===== src/verilog/pmws_pkg.sv =====
// Purpose: shared constants for the PCI master write sequencer ends
// Assumes: one 20 MHz clock for both ends
// Notes: status vector bit positions and command codes
`default_nettype none
package pmws_pkg;
  localparam int unsigned CLK_PERIOD_NS = 50;
  // Status vector bits
  localparam int unsigned TSR_REQ = 0;
  localparam int unsigned TSR_GNT = 1;
  localparam int unsigned TSR_XFER = 2;
  localparam int unsigned TSR_DONE = 7;
  localparam logic [7:0] TSR_RST = 8'h00;
  // Write commands; bit 2 set marks a memory write
  localparam logic [3:0] CMD_IO_WR = 4'h3;
  localparam logic [3:0] CMD_MEM_WR = 4'h7;
  localparam logic [3:0] CMD_CFG_WR = 4'hB;
  localparam logic [3:0] CMD_MWI = 4'hF;
  localparam int unsigned CMD_MEM_BIT = 2;
  localparam logic [3:0] BE_BURST = 4'h0;
  // Controller register offsets
  localparam logic [7:0] OFS_CTRL = 8'h00;
  localparam logic [7:0] OFS_ADDR = 8'h04;
  localparam logic [7:0] OFS_SEED = 8'h08;
  localparam logic [7:0] OFS_STAT = 8'h0C;
  // Control field positions
  localparam int unsigned CTRL_GO = 0;
  localparam int unsigned CTRL_THROTTLE = 1;
  localparam int unsigned CTRL_CMD_LSB = 4;
  localparam int unsigned CTRL_CNT_LSB = 8;
  localparam int unsigned CTRL_BE_LSB = 16;
  localparam logic [31:0] CTRL_RST = 32'h0000_0000;
endpackage : pmws_pkg
`default_nettype wire


===== src/verilog/pmws_link_if.sv =====
// Purpose: local-side link between application and PCI master sequencer
// Assumes: both ends share clk
// Notes: active-low strobes end in _n
`default_nettype none
interface pmws_link_if;
  logic local_master_request_n;
  logic [31:0] local_address_in_bus;
  logic [3:0] local_command_byte_enable_bus;
  logic [31:0] local_write_data;
  logic local_last_transfer_n;
  logic local_side_busy_n;
  logic local_transfer_acknowledge_n;
  logic [7:0] master_transaction_status_vector;
  modport device (
    input local_master_request_n,
    input local_address_in_bus,
    input local_command_byte_enable_bus,
    input local_write_data,
    input local_last_transfer_n,
    input local_side_busy_n,
    output local_transfer_acknowledge_n,
    output master_transaction_status_vector
  );
  modport local_app (
    output local_master_request_n,
    output local_address_in_bus,
    output local_command_byte_enable_bus,
    output local_write_data,
    output local_last_transfer_n,
    output local_side_busy_n,
    input local_transfer_acknowledge_n,
    input master_transaction_status_vector
  );
endinterface : pmws_link_if
`default_nettype wire


===== src/verilog/pmws_pci_master.sv =====
// Purpose: PCI master write sequencer, single-cycle and burst writes
// Assumes: PCI pins on clk; arbiter and targets keep PCI protocol
// Notes: reads and abnormal terminations are not handled
`default_nettype none
module pmws_pci_master (
  input wire logic clk,
  input wire logic rst_b,
  pmws_link_if.device lnk,
  output logic req_n,
  input wire logic gnt_n,
  input wire logic [31:0] ad_i,
  output logic [31:0] ad_o,
  output logic ad_oe,
  input wire logic [3:0] cbe_i,
  output logic [3:0] cbe_o,
  output logic cbe_oe,
  input wire logic frame_i_n,
  output logic frame_o_n,
  output logic frame_oe,
  input wire logic irdy_i_n,
  output logic irdy_o_n,
  output logic irdy_oe,
  input wire logic trdy_n,
  input wire logic devsel_n
);
  typedef enum logic [2:0] {
    PMWS_D_IDLE = 3'b000,
    PMWS_D_REQ = 3'b001,
    PMWS_D_GNT = 3'b010,
    PMWS_D_ADDR = 3'b011,
    PMWS_D_DATA = 3'b100,
    PMWS_D_TURN = 3'b101
  } pmws_dst_t;

  pmws_dst_t st_r, st_nxt;
  logic [31:0] addr_r, addr_nxt;
  logic [3:0] cmd_r, cmd_nxt;
  logic [3:0] be_r, be_nxt;
  logic single_r, single_nxt;
  logic early_last_r, early_last_nxt;
  logic [31:0] dreg_r, dreg_nxt;
  logic dval_r, dval_nxt;
  logic dlast_r, dlast_nxt;
  logic [31:0] skid_r, skid_nxt;
  logic sval_r, sval_nxt;
  logic slast_r, slast_nxt;
  logic last_taken_r, last_taken_nxt;
  logic busy_r, busy_nxt;
  logic twait_r, twait_nxt;
  logic [7:0] tsr_r, tsr_nxt;
  logic bus_idle;
  logic irdy_act;
  logic phase_done;
  logic ack;
  logic take_last;
  logic is_mem;

  ////////////////////////////////////////////////////////////////////
  assign bus_idle = frame_i_n & irdy_i_n;
  assign irdy_act = (st_r == PMWS_D_DATA) & dval_r;
  assign phase_done = irdy_act & ~trdy_n;
  // Memory write and invalidate share one path
  assign is_mem = cmd_r[pmws_pkg::CMD_MEM_BIT];
  // Accept only with room, no busy last clock, no target wait last clock
  assign ack = ((st_r == PMWS_D_ADDR) | (st_r == PMWS_D_DATA)) & ~busy_r
    & ~twait_r & ~sval_r & ~last_taken_r;
  assign take_last = single_r | (st_r == PMWS_D_ADDR) | ~lnk.local_last_transfer_n;
  assign lnk.local_transfer_acknowledge_n = ~ack;
  assign lnk.master_transaction_status_vector = tsr_r;

  ////////////////////////////////////////////////////////////////////
  always_comb
  begin
    st_nxt = st_r;
    addr_nxt = addr_r;
    cmd_nxt = cmd_r;
    be_nxt = be_r;
    single_nxt = single_r;
    early_last_nxt = early_last_r;
    dreg_nxt = dreg_r;
    dval_nxt = dval_r;
    dlast_nxt = dlast_r;
    skid_nxt = skid_r;
    sval_nxt = sval_r;
    slast_nxt = slast_r;
    last_taken_nxt = last_taken_r;
    busy_nxt = ~lnk.local_side_busy_n & (st_r != PMWS_D_IDLE);
    twait_nxt = irdy_act & trdy_n;
    unique case (st_r)
      PMWS_D_IDLE:
        if (~lnk.local_master_request_n)
        begin
          addr_nxt = lnk.local_address_in_bus;
          cmd_nxt = lnk.local_command_byte_enable_bus;
          early_last_nxt = ~lnk.local_last_transfer_n;
          dval_nxt = 1'b0;
          sval_nxt = 1'b0;
          last_taken_nxt = 1'b0;
          st_nxt = PMWS_D_REQ;
        end
      PMWS_D_REQ:
        if (~gnt_n && bus_idle)
          st_nxt = PMWS_D_GNT;
      PMWS_D_GNT:
        st_nxt = PMWS_D_ADDR;
      PMWS_D_ADDR:
      begin
        be_nxt = lnk.local_command_byte_enable_bus;
        single_nxt = ~is_mem | early_last_r | ~lnk.local_last_transfer_n;
        st_nxt = PMWS_D_DATA;
      end
      PMWS_D_DATA:
        if (phase_done && dlast_r)
          st_nxt = PMWS_D_TURN;
      PMWS_D_TURN:
        st_nxt = PMWS_D_IDLE;
      default:
        st_nxt = PMWS_D_IDLE;
    endcase
    // Early last seen any time before the address phase
    if ((st_r == PMWS_D_REQ || st_r == PMWS_D_GNT) && ~lnk.local_last_transfer_n)
      early_last_nxt = 1'b1;
    // Drain the phase register, refill from skid
    if (phase_done)
    begin
      dval_nxt = sval_r;
      dreg_nxt = skid_r;
      dlast_nxt = slast_r;
      sval_nxt = 1'b0;
    end
    if (ack)
    begin
      // Once last is taken, further last cycles do nothing
      last_taken_nxt = (st_r == PMWS_D_ADDR) ?
        (~is_mem | early_last_r | ~lnk.local_last_transfer_n) : take_last;
      if (!dval_r || phase_done)
      begin
        dreg_nxt = lnk.local_write_data;
        dval_nxt = 1'b1;
        dlast_nxt = (st_r == PMWS_D_ADDR) ? last_taken_nxt : take_last;
      end
      else
      begin
        skid_nxt = lnk.local_write_data;
        sval_nxt = 1'b1;
        slast_nxt = take_last;
      end
    end
  end

  // Status vector follows the coming state
  always_comb
  begin
    tsr_nxt = pmws_pkg::TSR_RST;
    tsr_nxt[pmws_pkg::TSR_REQ] = (st_nxt == PMWS_D_REQ);
    tsr_nxt[pmws_pkg::TSR_GNT] = (st_nxt == PMWS_D_GNT) | (st_nxt == PMWS_D_ADDR);
    tsr_nxt[pmws_pkg::TSR_XFER] = (st_nxt == PMWS_D_DATA);
    tsr_nxt[pmws_pkg::TSR_DONE] = phase_done;
  end

  always_ff @(posedge clk or negedge rst_b)
  begin
    if (!rst_b)
    begin
      st_r <= PMWS_D_IDLE;
      addr_r <= 32'h0000_0000;
      cmd_r <= 4'h0;
      be_r <= 4'h0;
      single_r <= 1'b0;
      early_last_r <= 1'b0;
      dreg_r <= 32'h0000_0000;
      dval_r <= 1'b0;
      dlast_r <= 1'b0;
      skid_r <= 32'h0000_0000;
      sval_r <= 1'b0;
      slast_r <= 1'b0;
      last_taken_r <= 1'b0;
      busy_r <= 1'b0;
      twait_r <= 1'b0;
      tsr_r <= pmws_pkg::TSR_RST;
    end
    else
    begin
      st_r <= st_nxt;
      addr_r <= addr_nxt;
      cmd_r <= cmd_nxt;
      be_r <= be_nxt;
      single_r <= single_nxt;
      early_last_r <= early_last_nxt;
      dreg_r <= dreg_nxt;
      dval_r <= dval_nxt;
      dlast_r <= dlast_nxt;
      skid_r <= skid_nxt;
      sval_r <= sval_nxt;
      slast_r <= slast_nxt;
      last_taken_r <= last_taken_nxt;
      busy_r <= busy_nxt;
      twait_r <= twait_nxt;
      tsr_r <= tsr_nxt;
    end
  end

  ////////////////////////////////////////////////////////////////////
  // PCI pins
  assign req_n = ~((st_r == PMWS_D_REQ) | (st_r == PMWS_D_GNT));
  assign ad_oe = (st_r == PMWS_D_GNT) | (st_r == PMWS_D_ADDR) | (st_r == PMWS_D_DATA);
  assign cbe_oe = ad_oe;
  assign frame_oe = ad_oe;
  assign irdy_oe = ad_oe | (st_r == PMWS_D_TURN);
  assign ad_o = (st_r == PMWS_D_DATA) ? dreg_r : addr_r;
  assign cbe_o = (st_r == PMWS_D_DATA) ? (single_r ? be_r : pmws_pkg::BE_BURST) : cmd_r;
  // Burst: frame stays low until the last word sits in the phase register; single: frame high from the data phase on
  assign frame_o_n = ~((st_r == PMWS_D_ADDR) |
    ((st_r == PMWS_D_DATA) & ~(single_r | (dval_r & dlast_r))));
  assign irdy_o_n = ~irdy_act;
endmodule : pmws_pci_master
`default_nettype wire


===== src/flat_wrapper.sv =====
// flat-port wrapper written by rule: the top's interface ports become plain ports
module pmws_pci_master_flat 
  (clk, rst_b, req_n, gnt_n, ad_i, ad_o, ad_oe, cbe_i, cbe_o, cbe_oe, frame_i_n, frame_o_n, frame_oe, irdy_i_n, irdy_o_n, irdy_oe, trdy_n, devsel_n, lnk_local_master_request_n, lnk_local_address_in_bus, lnk_local_command_byte_enable_bus, lnk_local_write_data, lnk_local_last_transfer_n, lnk_local_side_busy_n, lnk_local_transfer_acknowledge_n, lnk_master_transaction_status_vector);
  pmws_link_if lnk_i ();
  input wire logic clk;
  input wire logic rst_b;
  output logic req_n;
  input wire logic gnt_n;
  input wire logic [31:0] ad_i;
  output logic [31:0] ad_o;
  output logic ad_oe;
  input wire logic [3:0] cbe_i;
  output logic [3:0] cbe_o;
  output logic cbe_oe;
  input wire logic frame_i_n;
  output logic frame_o_n;
  output logic frame_oe;
  input wire logic irdy_i_n;
  output logic irdy_o_n;
  output logic irdy_oe;
  input wire logic trdy_n;
  input wire logic devsel_n;
  input wire logic [$bits(lnk_i.local_master_request_n)-1:0] lnk_local_master_request_n;
  input wire logic [$bits(lnk_i.local_address_in_bus)-1:0] lnk_local_address_in_bus;
  input wire logic [$bits(lnk_i.local_command_byte_enable_bus)-1:0] lnk_local_command_byte_enable_bus;
  input wire logic [$bits(lnk_i.local_write_data)-1:0] lnk_local_write_data;
  input wire logic [$bits(lnk_i.local_last_transfer_n)-1:0] lnk_local_last_transfer_n;
  input wire logic [$bits(lnk_i.local_side_busy_n)-1:0] lnk_local_side_busy_n;
  output wire logic [$bits(lnk_i.local_transfer_acknowledge_n)-1:0] lnk_local_transfer_acknowledge_n;
  output wire logic [$bits(lnk_i.master_transaction_status_vector)-1:0] lnk_master_transaction_status_vector;
  assign lnk_i.local_master_request_n = lnk_local_master_request_n;
  assign lnk_i.local_address_in_bus = lnk_local_address_in_bus;
  assign lnk_i.local_command_byte_enable_bus = lnk_local_command_byte_enable_bus;
  assign lnk_i.local_write_data = lnk_local_write_data;
  assign lnk_i.local_last_transfer_n = lnk_local_last_transfer_n;
  assign lnk_i.local_side_busy_n = lnk_local_side_busy_n;
  assign lnk_local_transfer_acknowledge_n = lnk_i.local_transfer_acknowledge_n;
  assign lnk_master_transaction_status_vector = lnk_i.master_transaction_status_vector;
  pmws_pci_master u_core (.clk(clk), .rst_b(rst_b), .lnk(lnk_i), .req_n(req_n), .gnt_n(gnt_n), .ad_i(ad_i), .ad_o(ad_o), .ad_oe(ad_oe), .cbe_i(cbe_i), .cbe_o(cbe_o), .cbe_oe(cbe_oe), .frame_i_n(frame_i_n), .frame_o_n(frame_o_n), .frame_oe(frame_oe), .irdy_i_n(irdy_i_n), .irdy_o_n(irdy_o_n), .irdy_oe(irdy_oe), .trdy_n(trdy_n), .devsel_n(devsel_n));
endmodule

===== config.mk =====
export PLATFORM = sky130hd
export DESIGN_NAME = pmws_pci_master_flat
export DESIGN_NICKNAME = d
export VERILOG_FILES = /design/src/verilog/pmws_pkg.sv /design/src/verilog/pmws_link_if.sv /design/src/verilog/pmws_pci_master.sv /design/src/flat_wrapper.sv
export SDC_FILE = /design/constraint.sdc
export NUM_CORES = 1
export LEC_CHECK = 0
export ABC_AREA = 1
export BUFFER_PORTS_ARGS = -buffer_cell sky130_fd_sc_hd__buf_4
export CAP_MARGIN = 30
export CORE_MARGIN = 2
export CORE_UTILIZATION = 54
export CTS_BUF_LIST = sky130_fd_sc_hd__clkbuf_8
export DETAILED_ROUTE_END_ITERATION = 16
export PLACE_DENSITY = 0.83
export SETUP_SLACK_MARGIN = 0.05
export SLEW_MARGIN = 10
export SYNTH_ARGS = -nofsm -noshare
export SYNTH_HDL_FRONTEND = slang
export SYNTH_SLANG_ARGS = --single-unit

===== constraint.sdc =====
create_clock -name clk -period 2.15 [get_ports clk]
set_clock_uncertainty 0.2 [all_clocks]
set_input_delay 0.1075 -clock clk [delete_from_list [all_inputs] [get_ports clk]]
set_output_delay 0.1075 -clock clk [all_outputs]
set_load 0.01 [all_outputs]

; ---- Yosys cells after proc, flatten, opt, wreduce, memory -nomap -nowiden
; Index checks and enable logic that the tools add are counted.
[op_classes]
eq_ne = 11
mux = 31
n_bitwise = 39
reduce_logical = 14
[op_table]
columns = cell, count
row1 = $mux 32, 4
row2 = $mux 1, 21
row3 = $not 1->1, 16
row4 = $pmux 3 s5, 1
row5 = $eq 3x2->1 const B, 4
row6 = $or 1x1->1, 12
row7 = $and 1x1->1, 11
row8 = $eq 3x3->1 const B, 3
row9 = $mux 3, 3
row10 = $mux 4, 2
row11 = $reduce_and 2->1, 4
row12 = $eq 3x1->1 const B, 2
row13 = $ne 2x1->1 const B, 2
row14 = $reduce_bool 2->1, 2
row15 = $logic_and 1x1->1, 3
row16 = $logic_not 3->1, 1
row17 = $reduce_bool 3->1, 1
row18 = $logic_or 1x1->1, 2
row19 = $logic_not 1->1, 1
[word_totals]
ff_bits = 120

; ---- Logic depth before layout (Yosys ltp)
; Gate-level depths: netlist (run 1).
[logic_depth]
depth_word = 8
ltp_mapped = 9

; ---- Worst setup path after synthesis (run 1)
; Ideal clock, no wire load.
[synth_timing]
kind = register to output
start = register u_core.st_r[1]
end = output cbe_o[2]
stages_incl_launch_ff = 7
setup_slack_ns = 0.478
arrival_ns = 1.365
n_path_buf = 1
path_cell_list = dfrtp_1 -> nor2_4 -> nand2_1 -> inv_2 -> buf_2 -> nand3_1 -> o21ai_0
[synth_between]
elab_chain_cells = 2
[synth_lines]
columns = element, line
row1 = from (decl), pmws_pci_master.sv:35  ; pmws_dst_t st_r, st_nxt;
row2 = from (signal assigned), pmws_pci_master.sv:184  ; st_r <= st_nxt;
row3 = $eq 3x3->1, pmws_pci_master.sv:211  ; assign cbe_o = (st_r == PMWS_D_DATA) ? (single_r ? be_r : pmws_pkg::BE_BURST) : cmd_r;
row4 = $mux 4, pmws_pci_master.sv:211
row5 = to (decl), flat_wrapper.sv:13  ; output logic [3:0] cbe_o;
; No other way between the ends.

; ---- Worst setup path after layout (run 1)
[layout_timing]
start = register u_core.st_r[1]
end = output lnk_local_transfer_acknowledge_n
[layout_between]
elab_chain_cells = 7
word_cells_on_any_way = 8
[layout_lines]
columns = element, line
row1 = $eq 3x2->1 or $eq 3x3->1 (tied branches), pmws_pci_master.sv:65  ; assign ack = ((st_r == PMWS_D_ADDR) | (st_r == PMWS_D_DATA)) & ~busy_r
row2 = $or 1x1->1 (*), pmws_pci_master.sv:65
row3 = $and 1x1->1 (*), pmws_pci_master.sv:65
row4 = $and 1x1->1 (*) (3 in a row), pmws_pci_master.sv:66  ; & ~twait_r & ~sval_r & ~last_taken_r;
row5 = $not 1->1 (*), pmws_pci_master.sv:68  ; assign lnk.local_transfer_acknowledge_n = ~ack;
row6 = to (decl), flat_wrapper.sv:29  ; output wire logic [$bits(lnk_i.local_transfer_acknowledge_n)-1:0] lnk_local_transfer_acknowledge_n;
; Every way passes the cells marked *; elsewhere a longest branch is shown, timed or not.

==> key figures, run 1 <==
Detailed routing
  • DRC Markers: 0
  • Via/cell ratio: 5.37
  • Vias: ~6,000
  • Post-Route WL: 17,500 µm
  • TritonRoute pass-1 iters: 6
  • Per-cell routed wire length: between 15 and 20 µm
  • First DRT Iteration DRCs: 573
  • Antenna Nets Post-Route: 0

Floorplanning
  • Die Wd: 107 µm
  • Core outline area: 0.0103 mm²
  • Initial Util: 55.5%
  • Total Die Area: 0.0115 mm²
  • I/O pin total: roughly 170
  • Cell Rows: 37
  • Die H: 107 µm

GRT
  • Vias in the first global route: 5,753
  • Initial antenna violation count: 0
  • GRT Total Usage: slightly below 30%
  • Pin count of the biggest net entering global routing: between 50 and 60
  • Overflow after GRT: 0
  • First-pass GRT wire length: ~27,000 µm

CTS
  • Clk buf depth: 2
  • Clk_lat worst skew: 0.43 ns
  • CTS Buf Count: 17
  • Clock Tree Root: clkbuf_8
  • Clock sinks: 120
  • CTS tree: yes
  • Clock Pin Slew Worst Setup and Hold Paths: 0.08 ns
  • CTS HTree Levels: 4

Final layout
  • Final nets: 1,060
  • Fin util: ~81%
  • Most frequent cells in the layout: nand2_1, buf_4, dfrtp_1
  • Layout cells sized above 1: 22.3%
  • Diodes inserted: 0
  • P&R area growth vs syn: 45.7%
  • Most common cell after layout, fill and taps aside: nand2_1

Yosys
  • Seq/Total Area, Yosys: a little over half
  • Synth warnings: 0
  • Syn Area/Cell: 7.83 µm²
  • Mapped Cells: 732
  • FF+latch count, synth: 120
  • Cell Area, Synth: 0.00573 mm²
  • Synth unique cells: 23

Worst setup path
  • Worst setup EP type: output port
  • Setup CP Type: flip-flop to output port
  • WP data arrival: 1.82 ns
  • CP Launch Type: flip-flop
  • Critical Path RT: 1.84 ns
  • Critical path fanouts, max: 7

Timing
  • Fmax: 0.470 GHz
  • Worst Max-Slew Pin Slew: 0.574 ns
  • Fin crit share: 98.9%
  • RSZ-0062 raised after global routing: yes
  • Hold Vio Cnt, Final: 0
  • Minimum clock period: 2.13 ns
  • Setup violators final: 0
  • Setup_tns: 0 ns
  • Slew margin rel.: 61.7%
  • Slew Limit Fails: 0

Power
  • Int Pwr: 7.27 mW
  • Total leakage power: 4.40 nW
  • Max IR drop VDD: 0.672 mV
  • Sw Pwr: 4.46 mW
  • Sequential Power Share: 33.1%
  • Gate power share: 44.1%
  • Final Power: 11.7 mW
  • Switching Fraction: 38.0%
  • P per Cell Area: 1400 mW/mm²
  • Clk pwr share: 22.8%

Outcome
  • Status: completed

Placed design
  • HPWL Detailed: between 9000 and 10,000 µm
  • I/O Buffers: 124
  • RD Place Congestion: 0.833

Flow run
  • Max Cap Violations: 0

Min path
  • Worst min path class: input port to async pin
==> worst max-delay path, cell delays in order, from the launching register on <==
cell	delay (ns)
dfrtp_2	0.43
buf_4	0.13
nand2_1	0.04
nand2_1	0.14
o21ai_4	0.13
nor2_8	0.18
buf_12	0.13
inv_1	0.05
buf_4	0.14
==> cells in the mapped netlist <==
library cell,instances,area share (%)
a21oi_1,4,0.35
a31oi_4,1,0.37
buf_2,20,1.7
buf_4,16,2.1
buf_6,5,0.98
clkbuf_1,5,0.33
clkbuf_2,1,0.087
conb_1,1,0.065
dfrtp_1,120,52
inv_1,51,3.3
inv_2,2,0.13
nand2_1,334,22
nand2_2,2,0.22
nand2_4,1,0.20
nand3_1,78,6.8
nand3_2,1,0.17
nand3_4,1,0.31
nand4_4,1,0.37
nor2_1,8,0.52
nor2_4,2,0.39
nor2_8,1,0.35
o21ai_0,76,6.6
o21ai_4,1,0.28
==> power groups by stage <==
| stage | sequential (mW) | clock (mW) | combinational, mW |
|---|---|---|---|
| 3_5_place_dp | 3.86 | 0 | 4.32 |
| 6_report | 3.88 | 2.67 | 5.18 |
| 5_1_grt | 3.97 | 2.78 | 5.68 |
| 3_3_place_gp | 3.79 | 0 | 4.16 |
| 4_1_cts | 3.83 | 2.67 | 4.63 |
| 2_1_floorplan | 3.71 | 0 | 2.81 |
==> cell type report <==
cell class / count / area (µm²)
clock buffers: 21 / 289
fillers: 586 / 1970
well taps: 136 / 170
clock inverters: 11 / 240
repair buffers: 239 / 2170
flip-flops and latches: 120 / 3010
inverters: 53 / 213
multi-input cells: 515 / 2260
==> logic make-up (layout without fill, tap and decap cells) <==
family	Yosys count	in the layout	share of synthesized area (%)
buf+inv	100	324	8.71
other cells	1	4	0.0654
simple gates	429	429	31.2
flops	120	120	52.4
compound gates	82	82	7.64
==> through the flow <==
| stage | instances | setup WS (ns) | cell area (µm²) | hold slack (ns) |
|---|---|---|---|---|
| floorplan | 735 | 0.478 | 5740 | -0.388 |
| detailed placement | 966 | 0.126 | 6760 | -0.0616 |
| global route | 1095 | -0.000531 | 8350 | 0.0813 |
| global placement | 966 | 0.216 | 6760 | -0.0678 |
| CTS | 1079 | 0.0307 | 8120 | 0.0297 |
| finish | 1095 | 0.0245 | 8350 | 0.0284 |
==> per-layer routing <==
metal,track usage [%],vias to the layer above,wire length [µm]
met5,0,-,0
met3,4.32,74,1120
li1,-,2712,-
met4,13.6,0,676
met2,51.9,316,8910
met1,35.2,2782,6740
==> flip-flops by register name, indices dropped and copies added (netlist names) <==
signal,flops
u_core.twait_r,1
u_core.dreg_r,32
u_core.busy_r,1
u_core.st_r,3
u_core.dval_r,1
u_core.early_last_r,1
u_core.slast_r,1
u_core.be_r,4
u_core.lnk.master_transaction_status_vector,4
u_core.last_taken_r,1
u_core.skid_r,32
u_core.dlast_r,1
u_core.sval_r,1
u_core.cmd_r,4
u_core.addr_r,32
u_core.single_r,1
==> worst paths after layout <==
kind | from | cells past startpoint | end | slack, ns
max | u_core.st_r[1]$_DFF_PN0_ | 8 | lnk_local_transfer_acknowledge_n | 0.02
min | rst_b | 2 | u_core.addr_r[30]$_DFFE_PN0P_ | 0.03
max reg2reg | u_core.st_r[1]$_DFF_PN0_ | 10 | u_core.skid_r[0]$_DFFE_PN0P_ | 0.06
min reg2reg | u_core.skid_r[12]$_DFFE_PN0P_ | 2 | u_core.skid_r[12]$_DFFE_PN0P_ | 0.27
max in group asynchronous | rst_b | 3 | u_core.addr_r[16]$_DFFE_PN0P_ | 0.99
min in group clk | lnk_local_command_byte_enable_bus[1] | 4 | u_core.be_r[1]$_DFFE_PN0N_ | 0.24
==> repair_timing <==
action / in CTS / in global routing
buffers inserted: 5 / 11
endpoints found under the setup margin: 38 / 63
gates cloned: 1 / 5
resized for setup: 6 / 18
hold endpoints to repair: 215 / 0
hold buffers: 75 / 0
pin swaps: 1 / 2
Note: power is estimated with default switching activity, not from simulation.
==> run 2: changes to the inputs <==
==> constraint.sdc (replaced) <==
create_clock -name clk -period 2 [get_ports clk]
set_clock_uncertainty 0.2 [all_clocks]
set_input_delay 0.1 -clock clk [delete_from_list [all_inputs] [get_ports clk]]
set_output_delay 0.1 -clock clk [all_outputs]
set_load 0.01 [all_outputs]
==> run 2 against run 1 <==
The run now ends with setup timing left. Routed wire length rose by 15%. Clock-buffer cell count fell by 4. Via count rose by 6.1%. Core utilization rose by 1.8 points. Sequential share of layout area fell by 0.77 points. Flip-flop and latch count did not move. Cell area rose by 2.2%. Non-clock buffer count rose by 5. Register-to-register slack got worse by 0.08 ns. Clock power fell by 18%. Global-route usage rose by 2.8 points. Sequential power rose by 11%. Critical endpoint is now u_core.dreg_r[0]$_DFF_PN0_. Largest power group unchanged. Highest routed layer unchanged.
==> key figures, run 2 (same netlist as run 1, synthesis figures left out) <==
Timing
  • Fmax: 0.494 GHz
  • Slew Limit Fails: 0 (unchanged)
  • Hold Vio Cnt, Final: 0 (unchanged)
  • Slew margin rel.: 53.5% (-8.2 points)
  • Worst setup margin: -0.0229 ns (-0.0474 ns)
  • Setup violators final: 3 (+3)
  • RSZ-0062 raised after global routing: yes
  • Worst Max-Slew Pin Slew: 0.695 ns (+0.121 ns)
  • Fin crit share: 101%
  • Minimum clock period: 2.02 ns

Outcome
  • Failing checks: setup timing
  • Status: finished with violations

Power
  • Int Pwr: 7.36 mW (+1.2%)
  • Total leakage power: 4.54 nW (+3.2%)
  • Switching Fraction: 41.8% (+3.8 points)
  • Sw Pwr: 5.28 mW (+18%)
  • P per Cell Area: 1480 mW/mm² (+5.4%)
  • Sequential Power Share: 33.9% (+0.8 points)
  • Clk pwr share: 17.3% (-5.5 points)
  • Max IR drop VDD: 0.815 mV (+21%)
  • Gate power share: 48.8% (+4.7 points)

Final layout
  • Layout cells sized above 1: 27.7% (+5.4 points)
  • Top Registers: u_core.addr_r (32), u_core.dreg_r (32), u_core.skid_r (32)
  • Final Non-Filler Cells: 1,101 (+0.55%)
  • Final nets: 1,065 (+0.47%)
  • Fin util: 82.7% (+1.8 points)
  • P&R area growth vs syn: 48.9%
  • Most frequent cells in the layout: nand2_1, buf_4, dfrtp_1
  • Most common cell after layout, fill and taps aside: nand2_1

Worst setup path
  • Worst setup EP type: flip-flop
  • Critical Path RT: 2.18 ns (+0.34 ns)
  • CP Launch Type: flip-flop
  • Critical path fanouts, max: 7 (unchanged)
  • WP data arrival: 2.20 ns (+0.38 ns)
  • Setup CP Type: flip-flop to flip-flop

Min path
  • Worst min path class: input port to async pin

Detailed routing
  • Post-Route WL: 20,000 µm (+15%)
  • Via/cell ratio: 5.67 (+5.5%)
  • Antenna Nets Post-Route: 0 (unchanged)
  • First DRT Iteration DRCs: 589 (+2.8%)
  • DRC Markers: 0 (unchanged)
  • Vias: 6,240 (+6.1%)
  • TritonRoute pass-1 iters: 5 (-1)
  • Per-cell routed wire length: 18.2 µm (+14%)

Placed design
  • I/O Buffers: 124 (unchanged)
  • Post-placement cell count: 971 (+0.52%)
  • RD Place Congestion: 0.826 (-0.92%)
  • HPWL Detailed: 9580 µm (+4.9%)

Floorplanning
  • Cell Rows: 37 (unchanged)
  • Die H: 107 µm (unchanged)
  • Total Die Area: 0.0115 mm² (unchanged)
  • Initial Util: 55.5% (unchanged)
  • I/O pin total: 166 (unchanged)
  • Core outline area: 0.0103 mm² (unchanged)
  • Die Wd: 107 µm (unchanged)

GRT
  • Pin count of the biggest net entering global routing: 57 (+1.8%)
  • GRT Total Usage: 32.2% (+2.8 points)
  • Overflow after GRT: 0 (unchanged)
  • Vias in the first global route: 6,097 (+6.0%)
  • First-pass GRT wire length: 28,800 µm (+7.7%)
  • Initial antenna violation count: 0 (unchanged)

CTS
  • Clk buf depth: 2 (unchanged)
  • CTS tree: yes
  • CTS Buf Count: 17 (unchanged)
  • Clock Tree Root: clkbuf_8
  • Clock sinks: 120 (unchanged)
  • Clk_lat worst skew: 0.44 ns (about the same)
  • Clock Pin Slew Worst Setup and Hold Paths: 0.08 ns (about the same)
  • CTS HTree Levels: 4 (unchanged)

Flow run
  • Max Cap Violations: 0 (unchanged)
run 2: final timing paths:
check,from,end,slack (ns),cells past startpoint
max,u_core.st_r[0]$_DFF_PN0_,u_core.dreg_r[0]$_DFF_PN0_,-0.02,11
min,rst_b,u_core.st_r[0]$_DFF_PN0_,0.03,3
max reg2reg,u_core.st_r[0]$_DFF_PN0_,u_core.dreg_r[0]$_DFF_PN0_,-0.02,11
min reg2reg,u_core.skid_r[18]$_DFFE_PN0P_,u_core.skid_r[18]$_DFFE_PN0P_,0.28,2
max in group asynchronous,rst_b,u_core.st_r[2]$_DFF_PN0_,0.46,3
min in group clk,lnk_local_side_busy_n,u_core.busy_r$_DFF_PN0_,0.20,3
run 2: metrics by stage:
stage	setup TNS (ns)	cell area, µm²	hold slack [ns]	worst slack, ns	total power [mW]
CTS	0	8080	0.0367	0.0136	11.4
global placement	0	6790	-0.223	0.135	8.60
global route	-1.10	8530	0.0632	-0.0576	13.3
detailed placement	0	6790	-0.221	0.0627	8.86
finish	-0.0534	8540	0.0299	-0.0229	12.6
floorplan	0	5740	-0.396	0.335	7.00
run 2: final cells by class:
cell class / count / area, µm²
Inverter: 53 / 211
Clock inverter: 15 / 146
Fill cell: 548 / 1790
Clock buffer: 17 / 234
Multi-Input combinational cell: 515 / 2470
Tap cell: 136 / 170
Timing Repair Buffer: 244 / 2290
Sequential cell: 120 / 3010
Antenna cell: 1 / 2.50
run 2: what timing repair did:
| item | CTS | global route |
|---|---|---|
| hold buffers | 76 | 0 |
| pin swaps | 1 | 14 |
| endpoints found under the hold margin | 238 | 0 |
| gates cloned | 2 | 5 |
| gates resized for setup | 12 | 109 |
| endpoints found under the setup margin | 66 | 95 |
| buffers inserted | 7 | 8 |
run 2: layer usage:
layer / up-vias / global-route usage [%] / wire [µm]
li1: 2724 / - / -
met1: 2937 / 36.8 / 6860
met2: 443 / 56.6 / 10200
met3: 136 / 6.81 / 1690
met4: 0 / 16.8 / 1240
met5: - / 0 / 0
run 2: power by group through the flow:
stage / Combinational, mW / Sequential [mW] / Clock [mW]
2_1_floorplan: 3.02 / 3.99 / 0
3_3_place_gp: 4.52 / 4.08 / 0
3_5_place_dp: 4.71 / 4.15 / 0
4_1_cts: 5.18 / 4.10 / 2.16
5_1_grt: 6.67 / 4.36 / 2.31
6_report: 6.16 / 4.29 / 2.19
run 2: critical path, cell delays in order, from the launching register on:
cell and delay, ns:
dfrtp_2 0.45, nor2_4 0.13, buf_6 0.15, buf_6 0.12
nand3_4 0.09, nor2_4 0.25, buf_12 0.14, clkbuf_16 0.16
nand2_2 0.05, nand2_1 0.05, nand2_1 0.08, nand2_1 0.08
